<file path="src/hsc_pkg.sv">
/*
  Package for the homing sequencer: configuration word layout, method codes,
  state encoding and carrier structs.
  Assumes one drive clock domain and a synchronous active-high reset.
*/
package hsc_pkg;
  // ==========================================================
  // configuration word layout
  localparam int HSC_CFG_W = 16;
  localparam int HSC_POS_W = 32;
  localparam int HSC_METHOD_LSB = 0;
  localparam int HSC_METHOD_MSB = 3;
  localparam int HSC_BIT_DIR = 4;
  localparam int HSC_BIT_INDEX = 5;
  localparam int HSC_BIT_IDX_SIDE = 6;
  localparam int HSC_BIT_IDX_FALL = 7;
  localparam int HSC_BIT_SW_NEG = 8;
  localparam int HSC_BIT_MOVE_ZERO = 9;
  localparam int HSC_BIT_NO_ADJUST = 10;
  localparam logic [HSC_CFG_W-1:0] HSC_CFG_RESET = 16'h0000;

  // ==========================================================
  // method codes
  localparam logic [3:0] HSC_M_HERE = 4'h0;
  localparam logic [3:0] HSC_M_LIMIT = 4'h1;
  localparam logic [3:0] HSC_M_CONST_SW = 4'h2;
  localparam logic [3:0] HSC_M_INTER_SW = 4'h3;
  localparam logic [3:0] HSC_M_HARD_STOP = 4'h4;
  localparam logic [3:0] HSC_M_IMMEDIATE = 4'hf;

  // ==========================================================
  // timing
  localparam int HSC_CLK_MHZ = 100;
  localparam int HSC_DELAY_MS = 250;
  localparam int HSC_DELAY_CYC = HSC_DELAY_MS * 1000 * HSC_CLK_MHZ;

  // ==========================================================
  // states, one-hot
  typedef enum logic [8:0] {
    HSC_IDLE   = 9'h001,
    HSC_SEARCH = 9'h002,
    HSC_BACK   = 9'h004,
    HSC_INDEX  = 9'h008,
    HSC_PRESS  = 9'h010,
    HSC_LOAD   = 9'h020,
    HSC_ZERO   = 9'h040,
    HSC_DONE   = 9'h080,
    HSC_ERROR  = 9'h100
  } hsc_state_e;

  // motion command towards the trajectory generator
  typedef struct packed {
    logic run;
    logic neg;
    logic to_zero;
  } hsc_motion_s;

  // synchronised sensor inputs
  typedef struct packed {
    logic lim_pos;
    logic lim_neg;
    logic home_sw;
    logic index;
    logic over_cur;
  } hsc_sense_s;
endpackage

</file>
<file path="src/hsc_edge.sv">
/*
  Two-flop synchroniser with edge detection on the resynchronised level.
  Assumes an asynchronous input and the drive clock.
*/
`timescale 1ns/1ps
module hsc_edge (
  input wire logic clk_i,
  input wire logic sys_rst_i,
  input wire logic pin_i,
  output logic level_o,
  output logic rise_o,
  output logic fall_o
);
  logic meta;
  logic sync;
  logic prev;
  logic next_meta;
  logic next_sync;
  logic next_prev;

  always_comb begin
    next_meta = pin_i;
    next_sync = meta;
    next_prev = sync;
  end

  always_ff @(posedge clk_i) begin
    if (sys_rst_i) begin
      meta <= 1'b0;
      sync <= 1'b0;
      prev <= 1'b0;
    end else begin
      meta <= next_meta;
      sync <= next_sync;
      prev <= next_prev;
    end
  end

  // edges are taken only between second and third stage
  assign level_o = sync;
  assign rise_o = sync & ~prev;
  assign fall_o = ~sync & prev;
endmodule // hsc_edge

</file>
<file path="src/hsc_homing.sv">
/*
  Homing sequencer: runs the method held in the configuration word and
  produces motion commands and the referenced position.
  Assumes a trajectory generator that follows motion_o, raw pins for switches,
  index and over-current, and an encoder position on the drive clock.
*/
`timescale 1ns/1ps
module hsc_homing import hsc_pkg::*; #(
  parameter int DELAY_CYC = HSC_DELAY_CYC,
  parameter int POS_W = HSC_POS_W
) (
  input wire logic clk_i,
  input wire logic sys_rst_i,
  input wire logic cfg_we_i,
  input wire logic [HSC_CFG_W-1:0] cfg_wdata_i,
  input wire logic start_i,
  input wire logic enc_ready_i,
  input wire logic [POS_W-1:0] enc_pos_i,
  input wire logic [POS_W-1:0] home_offset_i,
  input wire logic lim_pos_i,
  input wire logic lim_neg_i,
  input wire logic home_sw_i,
  input wire logic index_i,
  input wire logic over_cur_i,
  output logic [HSC_CFG_W-1:0] cfg_o,
  output hsc_motion_s motion_o,
  output logic pos_load_o,
  output logic [POS_W-1:0] pos_value_o,
  output logic [POS_W-1:0] adjust_o,
  output logic busy_o,
  output logic done_o,
  output logic err_limit_o,
  output logic err_cfg_o
);
  // ==========================================================
  // input synchronisers
  logic [4:0] raw;
  logic [4:0] lvl;
  logic [4:0] rise;
  logic [4:0] fall;
  hsc_sense_s s_lvl;
  hsc_sense_s s_rise;
  hsc_sense_s s_fall;

  assign raw = {lim_pos_i, lim_neg_i, home_sw_i, index_i, over_cur_i};

  genvar gi;
  generate
    for (gi = 0; gi < 5; gi++) begin : g_sync
      hsc_edge u_edge (
        .clk_i(clk_i),
        .sys_rst_i(sys_rst_i),
        .pin_i(raw[gi]),
        .level_o(lvl[gi]),
        .rise_o(rise[gi]),
        .fall_o(fall[gi])
      );
    end
  endgenerate

  assign s_lvl = lvl;
  assign s_rise = rise;
  assign s_fall = fall;

  // ==========================================================
  // configuration decode
  logic [3:0] method;
  logic dir_neg;
  logic use_index;
  logic idx_same_side;
  logic idx_fall;
  logic sw_neg;
  logic move_zero;
  logic no_adjust;

  assign method = cfg_o[HSC_METHOD_MSB:HSC_METHOD_LSB];
  assign dir_neg = cfg_o[HSC_BIT_DIR];
  assign use_index = cfg_o[HSC_BIT_INDEX];
  assign idx_same_side = cfg_o[HSC_BIT_IDX_SIDE];
  assign idx_fall = cfg_o[HSC_BIT_IDX_FALL];
  assign sw_neg = cfg_o[HSC_BIT_SW_NEG];
  assign move_zero = cfg_o[HSC_BIT_MOVE_ZERO];
  assign no_adjust = cfg_o[HSC_BIT_NO_ADJUST];

  logic index_hit;
  logic sw_edge;
  logic limit_ahead;
  logic reserved;

  assign index_hit = idx_fall ? s_fall.index : s_rise.index;
  // a constant switch is always left on its falling edge; bit 8 only picks the edge of the momentary switch
  assign sw_edge = (method == HSC_M_INTER_SW && !sw_neg) ? s_rise.home_sw : s_fall.home_sw;
  assign limit_ahead = motion_o.neg ? s_lvl.lim_neg : s_lvl.lim_pos;
  assign reserved = (method > HSC_M_HARD_STOP) && (method != HSC_M_IMMEDIATE);

  // ==========================================================
  // sequencer
  hsc_state_e state;
  hsc_state_e next_state;
  hsc_motion_s next_motion;
  logic [HSC_CFG_W-1:0] next_cfg;
  logic next_pos_load;
  logic [POS_W-1:0] next_pos_value;
  logic [POS_W-1:0] next_adjust;
  logic next_busy;
  logic next_done;
  logic next_err_limit;
  logic next_err_cfg;
  logic [31:0] dly;
  logic [31:0] next_dly;
  logic pwr_pending;
  logic next_pwr_pending;
  logic skip_idx;
  logic next_skip_idx;
  logic [POS_W-1:0] home_pos;

  // new position = offset at the home point; correction is its difference
  assign home_pos = home_offset_i;

  always_comb begin
    next_state = state;
    next_motion = motion_o;
    next_cfg = cfg_o;
    next_pos_load = 1'b0;
    next_pos_value = pos_value_o;
    next_adjust = adjust_o;
    next_busy = busy_o;
    next_done = done_o;
    next_err_limit = err_limit_o;
    next_err_cfg = err_cfg_o;
    next_dly = dly;
    next_pwr_pending = pwr_pending;
    next_skip_idx = skip_idx;
    if (cfg_we_i && (state == HSC_IDLE || state == HSC_DONE || state == HSC_ERROR)) begin
      next_cfg = cfg_wdata_i;
    end
    // immediate method waits only for the encoder, not for a start
    if (pwr_pending && enc_ready_i) begin
      next_pwr_pending = 1'b0;
      if (method == HSC_M_IMMEDIATE) begin
        next_pos_load = 1'b1;
        next_pos_value = enc_pos_i + home_offset_i;
        next_done = 1'b1;
      end
    end
    case (state)
      HSC_IDLE, HSC_DONE, HSC_ERROR: begin
        if (start_i) begin
          next_done = 1'b0;
          next_err_limit = 1'b0;
          next_err_cfg = 1'b0;
          next_motion.to_zero = 1'b0;
          next_motion.neg = dir_neg;
          next_skip_idx = 1'b0;
          if (reserved) begin
            next_err_cfg = 1'b1;
            next_state = HSC_ERROR;
          end else if (method == HSC_M_IMMEDIATE) begin
            next_pos_load = 1'b1;
            next_pos_value = enc_pos_i + home_offset_i;
            next_done = 1'b1;
            next_state = HSC_DONE;
          end else if (method == HSC_M_HERE && !use_index) begin
            next_state = HSC_LOAD;
          end else if (method == HSC_M_HERE) begin
            next_motion.run = 1'b1;
            next_busy = 1'b1;
            next_state = HSC_INDEX;
          end else begin
            next_motion.run = 1'b1;
            next_busy = 1'b1;
            next_state = HSC_SEARCH;
          end
        end
      end
      HSC_SEARCH: begin
        if (method == HSC_M_HARD_STOP) begin
          if (s_lvl.over_cur) begin
            next_dly = 32'h0000_0000;
            next_state = HSC_PRESS;
          end
        end else if (method == HSC_M_LIMIT) begin
          if (limit_ahead) begin
            next_motion.neg = ~motion_o.neg;
            next_state = HSC_BACK;
          end
        end else if (s_lvl.home_sw) begin
          next_motion.neg = ~motion_o.neg;
          // pulse on the initial side was already passed; count one back
          next_skip_idx = idx_same_side;
          next_state = HSC_BACK;
        end else if (limit_ahead) begin
          if (method == HSC_M_INTER_SW) begin
            next_motion.neg = ~motion_o.neg;
          end else begin
            next_motion.run = 1'b0;
            next_busy = 1'b0;
            next_err_limit = 1'b1;
            next_state = HSC_ERROR;
          end
        end
      end
      HSC_BACK: begin
        // leaving the limit, or the selected edge of the switch: that edge is the reference
        if ((method == HSC_M_LIMIT) ? !limit_ahead && !s_lvl.lim_pos && !s_lvl.lim_neg : sw_edge) begin
          next_state = use_index ? HSC_INDEX : HSC_LOAD;
          next_motion.run = use_index;
        end else if (method == HSC_M_INTER_SW && !sw_neg && s_fall.home_sw) begin
          // rising edge wanted but the axis is leaving the switch: turn and run back onto it
          next_motion.neg = ~motion_o.neg;
        end
      end
      HSC_PRESS: begin
        // drive holds current at the threshold while run stays set
        if (dly >= DELAY_CYC - 1) begin
          if (use_index) begin
            next_motion.neg = ~motion_o.neg;
            next_state = HSC_INDEX;
          end else begin
            next_motion.run = 1'b0;
            next_state = HSC_LOAD;
          end
        end else begin
          next_dly = dly + 32'h0000_0001;
        end
      end
      HSC_INDEX: begin
        if (index_hit) begin
          if (skip_idx) begin
            next_skip_idx = 1'b0;
          end else begin
            next_motion.run = 1'b0;
            next_state = HSC_LOAD;
          end
        end
      end
      HSC_LOAD: begin
        next_motion.run = 1'b0;
        next_adjust = home_pos - enc_pos_i;
        if (!no_adjust) begin
          next_pos_load = 1'b1;
          next_pos_value = home_pos;
        end
        if (move_zero && !no_adjust) begin
          next_motion.to_zero = 1'b1;
          next_motion.run = 1'b1;
          next_state = HSC_ZERO;
        end else begin
          next_busy = 1'b0;
          next_done = 1'b1;
          next_state = HSC_DONE;
        end
      end
      HSC_ZERO: begin
        // one-cycle move request to the trajectory generator
        next_motion.run = 1'b0;
        next_motion.to_zero = 1'b0;
        next_busy = 1'b0;
        next_done = 1'b1;
        next_state = HSC_DONE;
      end
      default: begin
        next_state = HSC_IDLE;
      end
    endcase
  end

  always_ff @(posedge clk_i) begin
    if (sys_rst_i) begin
      state <= HSC_IDLE;
      motion_o <= '0;
      cfg_o <= HSC_CFG_RESET;
      pos_load_o <= 1'b0;
      pos_value_o <= '0;
      adjust_o <= '0;
      busy_o <= 1'b0;
      done_o <= 1'b0;
      err_limit_o <= 1'b0;
      err_cfg_o <= 1'b0;
      dly <= 32'h0000_0000;
      pwr_pending <= 1'b1;
      skip_idx <= 1'b0;
    end else begin
      state <= next_state;
      motion_o <= next_motion;
      cfg_o <= next_cfg;
      pos_load_o <= next_pos_load;
      pos_value_o <= next_pos_value;
      adjust_o <= next_adjust;
      busy_o <= next_busy;
      done_o <= next_done;
      err_limit_o <= next_err_limit;
      err_cfg_o <= next_err_cfg;
      dly <= next_dly;
      pwr_pending <= next_pwr_pending;
      skip_idx <= next_skip_idx;
    end
  end
endmodule // hsc_homing

</file>
<file path="config.mk">
export PLATFORM = sky130hd
export DESIGN_NAME = hsc_homing
export DESIGN_NICKNAME = d
export VERILOG_FILES = /design/src/hsc_pkg.sv /design/src/hsc_edge.sv /design/src/hsc_homing.sv
export SDC_FILE = /design/constraint.sdc
export NUM_CORES = 1
export LEC_CHECK = 0
export BUFFER_PORTS_ARGS = -buffer_cell sky130_fd_sc_hd__buf_2
export CAP_MARGIN = 20
export CORE_AREA = 2 2 138 140
export DETAILED_ROUTE_END_ITERATION = 7
export DIE_AREA = 0 0 140 142
export GPL_TIMING_DRIVEN = 0
export PLACE_DENSITY = 0.77
export SYNTH_ARGS = -nofsm -noshare
export SYNTH_HDL_FRONTEND = slang
export SYNTH_SLANG_ARGS = --single-unit
</file>
<file path="constraint.sdc">
create_clock -name clk_i -period 8.1 [get_ports clk_i]
set_input_delay 1.215 -clock clk_i [delete_from_list [all_inputs] [get_ports clk_i]]
set_output_delay 1.215 -clock clk_i [all_outputs]
set_load 0.02 [all_outputs]
</file>
==> reports/metrics.cfg, run 1 <==
[run_status]
status=finished, violations left
violations=DRC

[power_and_ir_drop]
clkPwrFrac=0.301
p_comb_frac=0.373
power_switching_mw=1.05
switching_share=0.409
power_density_mw_per_mm2=221
p_seq_frac=0.326
irDropWorstVdd_mv=0.158
intPower_mw=1.52
power.total_mw=2.57
leakage_nw=5.05

[finish]
fin_area_mm2=0.0116
final_common_cell=buf_2
nNetsFinal=1680
layout-drive-gt1-share=0.157
mostFrequentLayoutCells=buf_2, nand2_1, nor2_1, dfxtp_1, a21oi_1
syn2layout_area_growth_pct=17.7
instances_no_fill=1772
utilization=0.631
diodes=0

[die]
ios=178
num_rows=50
initial_core_util=0.536
die_h_um=142
die_x_um=140
core-area_mm2=0.0185
die_area_mm2=0.0199

[routing]
firstDrtPassIters=8
vias_per_cell=6.04
wl_mm=33.3
drc=4
ant_nets=0
wl_per_cell_um=18.8
drt_first_iter_violations=887
vias=10700

[clock_tree]
clk_path_buf_depth=2
cts_buffers=17
cts_hold_buf=0
post_cts_resized=0
cts_tree=yes
post_cts.repair.setup_buffers=0
cts_sinks=143
clk_latency_ps=440
clockRootBuffer=clkbuf_16
clk_pin_slew_ps=70
h-tree-depth=4

[placement]
hpwlAfterDp_mm=25.2
gp_congestion=0.987
io_buffer_count=177
dp_cells=1740
dp_slack_ps=3870
place_area_mm2=0.0111

[worst_setup_path]
cp-end-kind=register
arrival_ps=4080
start_kind=primary input
cp.required_ps=8390
crit_fanout=3
reg2reg_depth=9
critical_path_class=primary input to register

[sta]
slew_headroom=0.381
setup-tns-final_ps=0
worstMarginPinSlew_ps=928
timing.hold.ws_ps=442
period_share=0.467
rsz0062_at_grt=false
worst_clock_skew_ps=10.5
timing.final.ws_setup_ps=4310
max_freq_mhz=264
slew_violations=0
setup_viol=0
post-route-min-period_ps=3790
finalHoldViolCount=0

[yosys]
yosysTopAreaCell=dfxtp_1
synth_edf_count=0
avgSynthCellArea_um2=7.44
synth_area_leaders=dfxtp_1, ha_1, a21oi_1, nand2_1, nor2_1
synthCells=1329
synthDistinctLibCells=78
synth_area_mm2=0.00989
syn_nets=1484
ys_warn_count=0
async_flop_share=0
seq_area_frac_synth=0.289
dominantRegCellSynth=dfxtp_1
ys_ff_latch=143
synth_top_area_frac=0.289

[global_route]
grt_pass1_wl_mm=51.2
grtUsageTotal=0.326
grt_pass1_vias=9689
gr-total-overflow=0
antenna_found_initial=0
grt_max_degree=17

[worst_hold_path]
whs_path_depth=1
holdCritPathClass=register to register

[flow_run]
max-cap-violations=0

-- state kept, by name, indices dropped and copies added (netlist names) --
name                   cells
adjust_o                  32
busy_o                     1
cfg_o                     16
dly                       32
done_o                     1
err_cfg_o                  1
err_limit_o                1
g_sync.u_edge.level_o      5
g_sync.u_edge.meta         5
g_sync.u_edge.prev         2
motion_o                   3
pos_load_o                 1
pos_value_o               32
pwr_pending                1
skip_idx                   1
state                      9
-- power by group through the flow --
stage	logic (mW)	clock network [mW]	registers, mW
after floorplan	0.577	0	0.906
after global placement	0.923	0	0.848
after detailed placement	0.931	0	0.849
after CTS	0.938	0.778	0.834
after global routing	1.04	0.803	0.844
final	0.958	0.773	0.837
-- cell families after synthesis --
kind of cell / synth area share
mux: 0.00607
flops: 0.289
xor+xnor: 0.0629
buf+inv: 0.0560
simple gates: 0.256
compound gates: 0.246
fa+ha+maj: 0.0837
-- cells in the mapped netlist (6+ instances only) --
master / n
o21bai_1: 11
nand4_1: 23
nand2_1: 163
nor2b_1: 29
nand3_1: 35
or4_1: 8
nor3_1: 28
dfxtp_1: 143
or3_1: 6
nor2_1: 143
o21ai_1: 6
a221o_1: 8
mux2i_1: 6
nor4_1: 10
o31ai_1: 11
nand2b_1: 20
o21a_1: 16
a211oi_1: 19
xnor2_1: 43
and4_1: 7
a21oi_1: 133
clkbuf_1: 55
and3_1: 20
a21o_1: 19
a31oi_1: 18
and2_1: 13
inv_1: 63
a41oi_1: 6
ha_1: 63
buf_2: 16
xor2_1: 28
o21ai_0: 65
-- area by class of cell --
type,instances,area [µm²]
Fill cell,1723,6820
Sequential cell,143,2860
Inverter,63,236
Clock buffer,19,453
Multi-Input combinational cell,1045,6470
Clock inverter,13,115
Timing Repair Buffer,177,886
Tap cell,234,293
Buffer,78,318
-- routing by layer --
| metal | track usage | vias up | share of wire |
|---|---|---|---|
| li1 | - | 5114 | - |
| met1 | 0.419 | 4989 | 0.41 |
| met2 | 0.549 | 517 | 0.47 |
| met3 | 0.0515 | 87 | 0.084 |
| met4 | 0.137 | 0 | 0.038 |
| met5 | 0 | - | 0 |
-- worst max-delay path, stage by stage --
cell,delay [ps]
buf_2,110
inv_1,40
ha_1,200
fa_1,400
nand2b_1,200
a21oi_1,230
a21oi_1,210
a21o_1,240
a21oi_2,250
a41oi_1,260
o31ai_1,480
or3_1,170
a31oi_1,80
-- path summary, 6_finish.rpt --
path,start,to,slack (ps)
max,home_offset_i[0],adjust_o[28],4310
min,g_sync[3].u_edge.meta,g_sync[3].u_edge.level_o,440
max reg2reg,state[2],pos_value_o[8],4910
min reg2reg,g_sync[3].u_edge.meta,g_sync[3].u_edge.level_o,440
Power figures use the tool's default switching activity.
==> run 2, diff against run 1 <==
ABC_AREA = 1   (was unset)
CORE_AREA = 2 2 155 157   (was 2 2 138 140)
DIE_AREA = 0 0 157 159   (was 0 0 140 142)
clock period = 3.2 ns   (was 8.1 ns; I/O delays follow)
==> reports/metrics.cfg, run 2 <==
[run_status]
status=complete, no violations

[yosys]
synth_edf_count=0  ; unchanged
seq_area_frac_synth=0.236  ; -0.0532
ys_top_cells_by_count=nand2_1, inv_1, nor2_1, a21oi_1, nand3_1
avgSynthCellArea_um2=5.93  ; -20%
synthDistinctLibCells=56  ; -28%
dominantRegCellSynth=dfxtp_1
ys_warn_count=0  ; unchanged
synth_area_mm2=0.0121  ; +23%
yosysTopAreaCell=dfxtp_1
synth.most_common_cell=nand2_1
ys_ff_latch=143  ; unchanged
synth_area_leaders=dfxtp_1, nand2_1, inv_1, nor2_1, ha_1
syn_nets=2200  ; +48%
async_flop_share=0  ; unchanged
synth_top_area_frac=0.236  ; -0.0532
synthCells=2045  ; +54%

[routing]
drt_first_iter_violations=1485  ; +67%
firstDrtPassIters=5  ; -3
vias=14100  ; +32%
ant_nets=0  ; unchanged
vias_per_cell=5.49  ; -9.1%
wl_mm=42.7  ; +28%
wl_per_cell_um=16.6  ; -12%
drc=0  ; -4

[finish]
mostFrequentLayoutCells=nand2_1, inv_1, nor2_1
nNetsFinal=2396  ; +43%
diodes=0  ; unchanged
top_regs=adjust_o x32, dly x32, pos_value_o x32
utilization=0.604  ; -0.0269
layout-drive-gt1-share=0.136  ; -0.0211
syn2layout_area_growth_pct=15.5
final_common_cell=nand2_1

[worst_setup_path]
r2r-end=state[4]
endpoint=adjust_o[20]
critPathMaxStageDelay_ps=490  ; about the same
slowest_stage=o21ai_1
crit_family=compound AO/OA/AOI/OAI gates
r2r_start=dly[0]
critical_path_class=primary input to register
crit_fanout=4  ; +1
reg2reg_depth=13  ; +4
arrival_ps=2970  ; -1110 ps
cp.required_ps=3580  ; -4810 ps
cp_cell_sequence=buf_2 -> inv_1 -> ha_1 -> fa_1 -> inv_1 -> nand3_1 -> nand2_1 -> a21oi_1 -> o21ai_1 -> a21oi_1 -> or2_1 -> nand3_1 -> o211ai_1 -> inv_1
r2r_setup_slack_ps=710  ; -4200 ps
crit_top_cell=inv_1
crit_cells=14  ; +1
cp-end-kind=register
critPathBufInv=4  ; +2
start_kind=primary input
critical_path.startpoint=home_offset_i[0]

[worst_hold_path]
hold_start=home_sw_i
holdCritPathClass=primary input to register

[sta]
slew_violations=0  ; unchanged
finalHoldViolCount=0  ; unchanged
period_share=0.808
rsz0062_at_grt=false
setup-tns-final_ps=0  ; unchanged
worstMarginPinSlew_ps=868  ; -60.3 ps
max_freq_mhz=387
slew_headroom=0.421  ; +0.0402
post-route-min-period_ps=2590
setup_viol=0  ; unchanged
worst_clock_skew_ps=13.5  ; +2.97 ps

[clock_tree]
post_cts_resized=0  ; unchanged
clk_path_buf_depth=2  ; unchanged
cts_sinks=143  ; unchanged
clk_pin_slew_ps=80  ; about the same
post_cts.repair.setup_buffers=0  ; unchanged
cts_buffers=17  ; unchanged
h-tree-depth=4  ; unchanged
clockRootBuffer=clkbuf_16
cts_tree=yes
clk_latency_ps=440  ; about the same
cts_hold_buf=0  ; unchanged

[global_route]
antenna_found_initial=1  ; +1
grt_pass1_vias=12600  ; +30%
grtUsageTotal=0.341  ; +0.0144
grt_pass1_wl_mm=67.2  ; +31%
grt_max_degree=17  ; unchanged
gr-total-overflow=0  ; unchanged

[die]
die_area_mm2=0.0250  ; +26%
ios=178  ; unchanged
die_x_um=157  ; +12%
initial_core_util=0.523  ; -0.0134
num_rows=56  ; +12%
core-area_mm2=0.0232  ; +26%
die_h_um=159  ; +12%

[power_and_ir_drop]
p_comb_frac=0.466  ; +0.093
leakage_nw=7.21  ; +43%
intPower_mw=4.34  ; +190%
power_density_mw_per_mm2=585  ; +170%
power_switching_mw=3.85  ; +270%
clkPwrFrac=0.255  ; -0.046
switching_share=0.470  ; +0.0609
p_seq_frac=0.279  ; -0.047
irDropWorstVdd_mv=0.560  ; +250%

[placement]
gp_congestion=1.04  ; +5.1%
io_buffer_count=177  ; unchanged
hpwlAfterDp_mm=34.1  ; +35%

[flow_run]
max-cap-violations=0  ; unchanged

==> run 2: cell count changes after synthesis, moves of 36 or more <==
cell,change
nor2_1,+144
nand3_1,+109
nand2_1,+320
inv_1,+239
o21ai_0,+52
xnor2_1,-36
==> run 2: power groups by stage <==
stage / sequential (mW) / clock, mW / combinational (mW)
after detailed placement: 2.32 / 0 / 3.72
after global routing: 2.32 / 2.17 / 4.22
after floorplan: 2.56 / 0 / 2.34
final: 2.29 / 2.09 / 3.82
after global placement: 2.32 / 0 / 3.66
after CTS: 2.28 / 2.10 / 3.74
==> run 2: layer usage <==
layer | wire length (µm) | GRT usage | part of all wire | vias up
li1 | - | - | - | 6944
met1 | 18800 | 0.499 | 0.44 | 6399
met2 | 18000 | 0.511 | 0.42 | 718
met3 | 4710 | 0.0593 | 0.11 | 69
met4 | 1080 | 0.0972 | 0.025 | 2
met5 | 13 | 0 | 0.00030 | -
==> run 2: worst reg2reg max path: cells and delay by family, from the launching register on <==
kind	cells	cell delay, ps
flip-flops	1	500
AO/OA/AOI/OAI	2	320
AND/OR/NAND/NOR	10	1290
adder cells (fa/ha/maj)	1	300
==> run 2: kinds of logic after synthesis <==
kind of cell	synth area share
AND/OR/NAND/NOR	0.357
XOR/XNOR	0.0369
flip-flops	0.236
buffers and inverters	0.131
adder cells (fa/ha/maj)	0.0683
AO/OA/AOI/OAI	0.167
multiplexers	0.00330
==> run 2: how the worst min path moves through the flow <==
stage,to,cells after the start
floorplan,g_sync[0].u_edge.level_o,2
global placement,g_sync[1].u_edge.level_o,2
detailed placement,g_sync[3].u_edge.level_o,2
CTS,g_sync[1].u_edge.meta,3
global route,g_sync[2].u_edge.meta,3
finish,g_sync[2].u_edge.meta,3
==> run 2: area by class of cell <==
type	count	area [µm²]
clock inverters	15	171
flip-flops and latches	143	2860
clock buffers	17	425
multi-input cells	1502	7670
plain buffers	79	383
inverters	321	1200
fillers	2351	9190
well taps	319	399
repair buffers	177	886
==> run 2: metrics by stage <==
| step | setup WS [ps] | hold WS [ps] | instances | power (mW) | instance area [µm²] |
|---|---|---|---|---|---|
| floorplan | 895 | 388 | 2045 | 4.90 | 12100 |
| detailed placement | 251 | 397 | 2541 | 6.04 | 13400 |
| CTS | 691 | 232 | 2573 | 8.12 | 14000 |
| global placement | 246 | 392 | 2541 | 5.98 | 13400 |
| global route | 407 | 248 | 2573 | 8.71 | 14000 |
| finish | 613 | 236 | 2573 | 8.20 | 14000 |
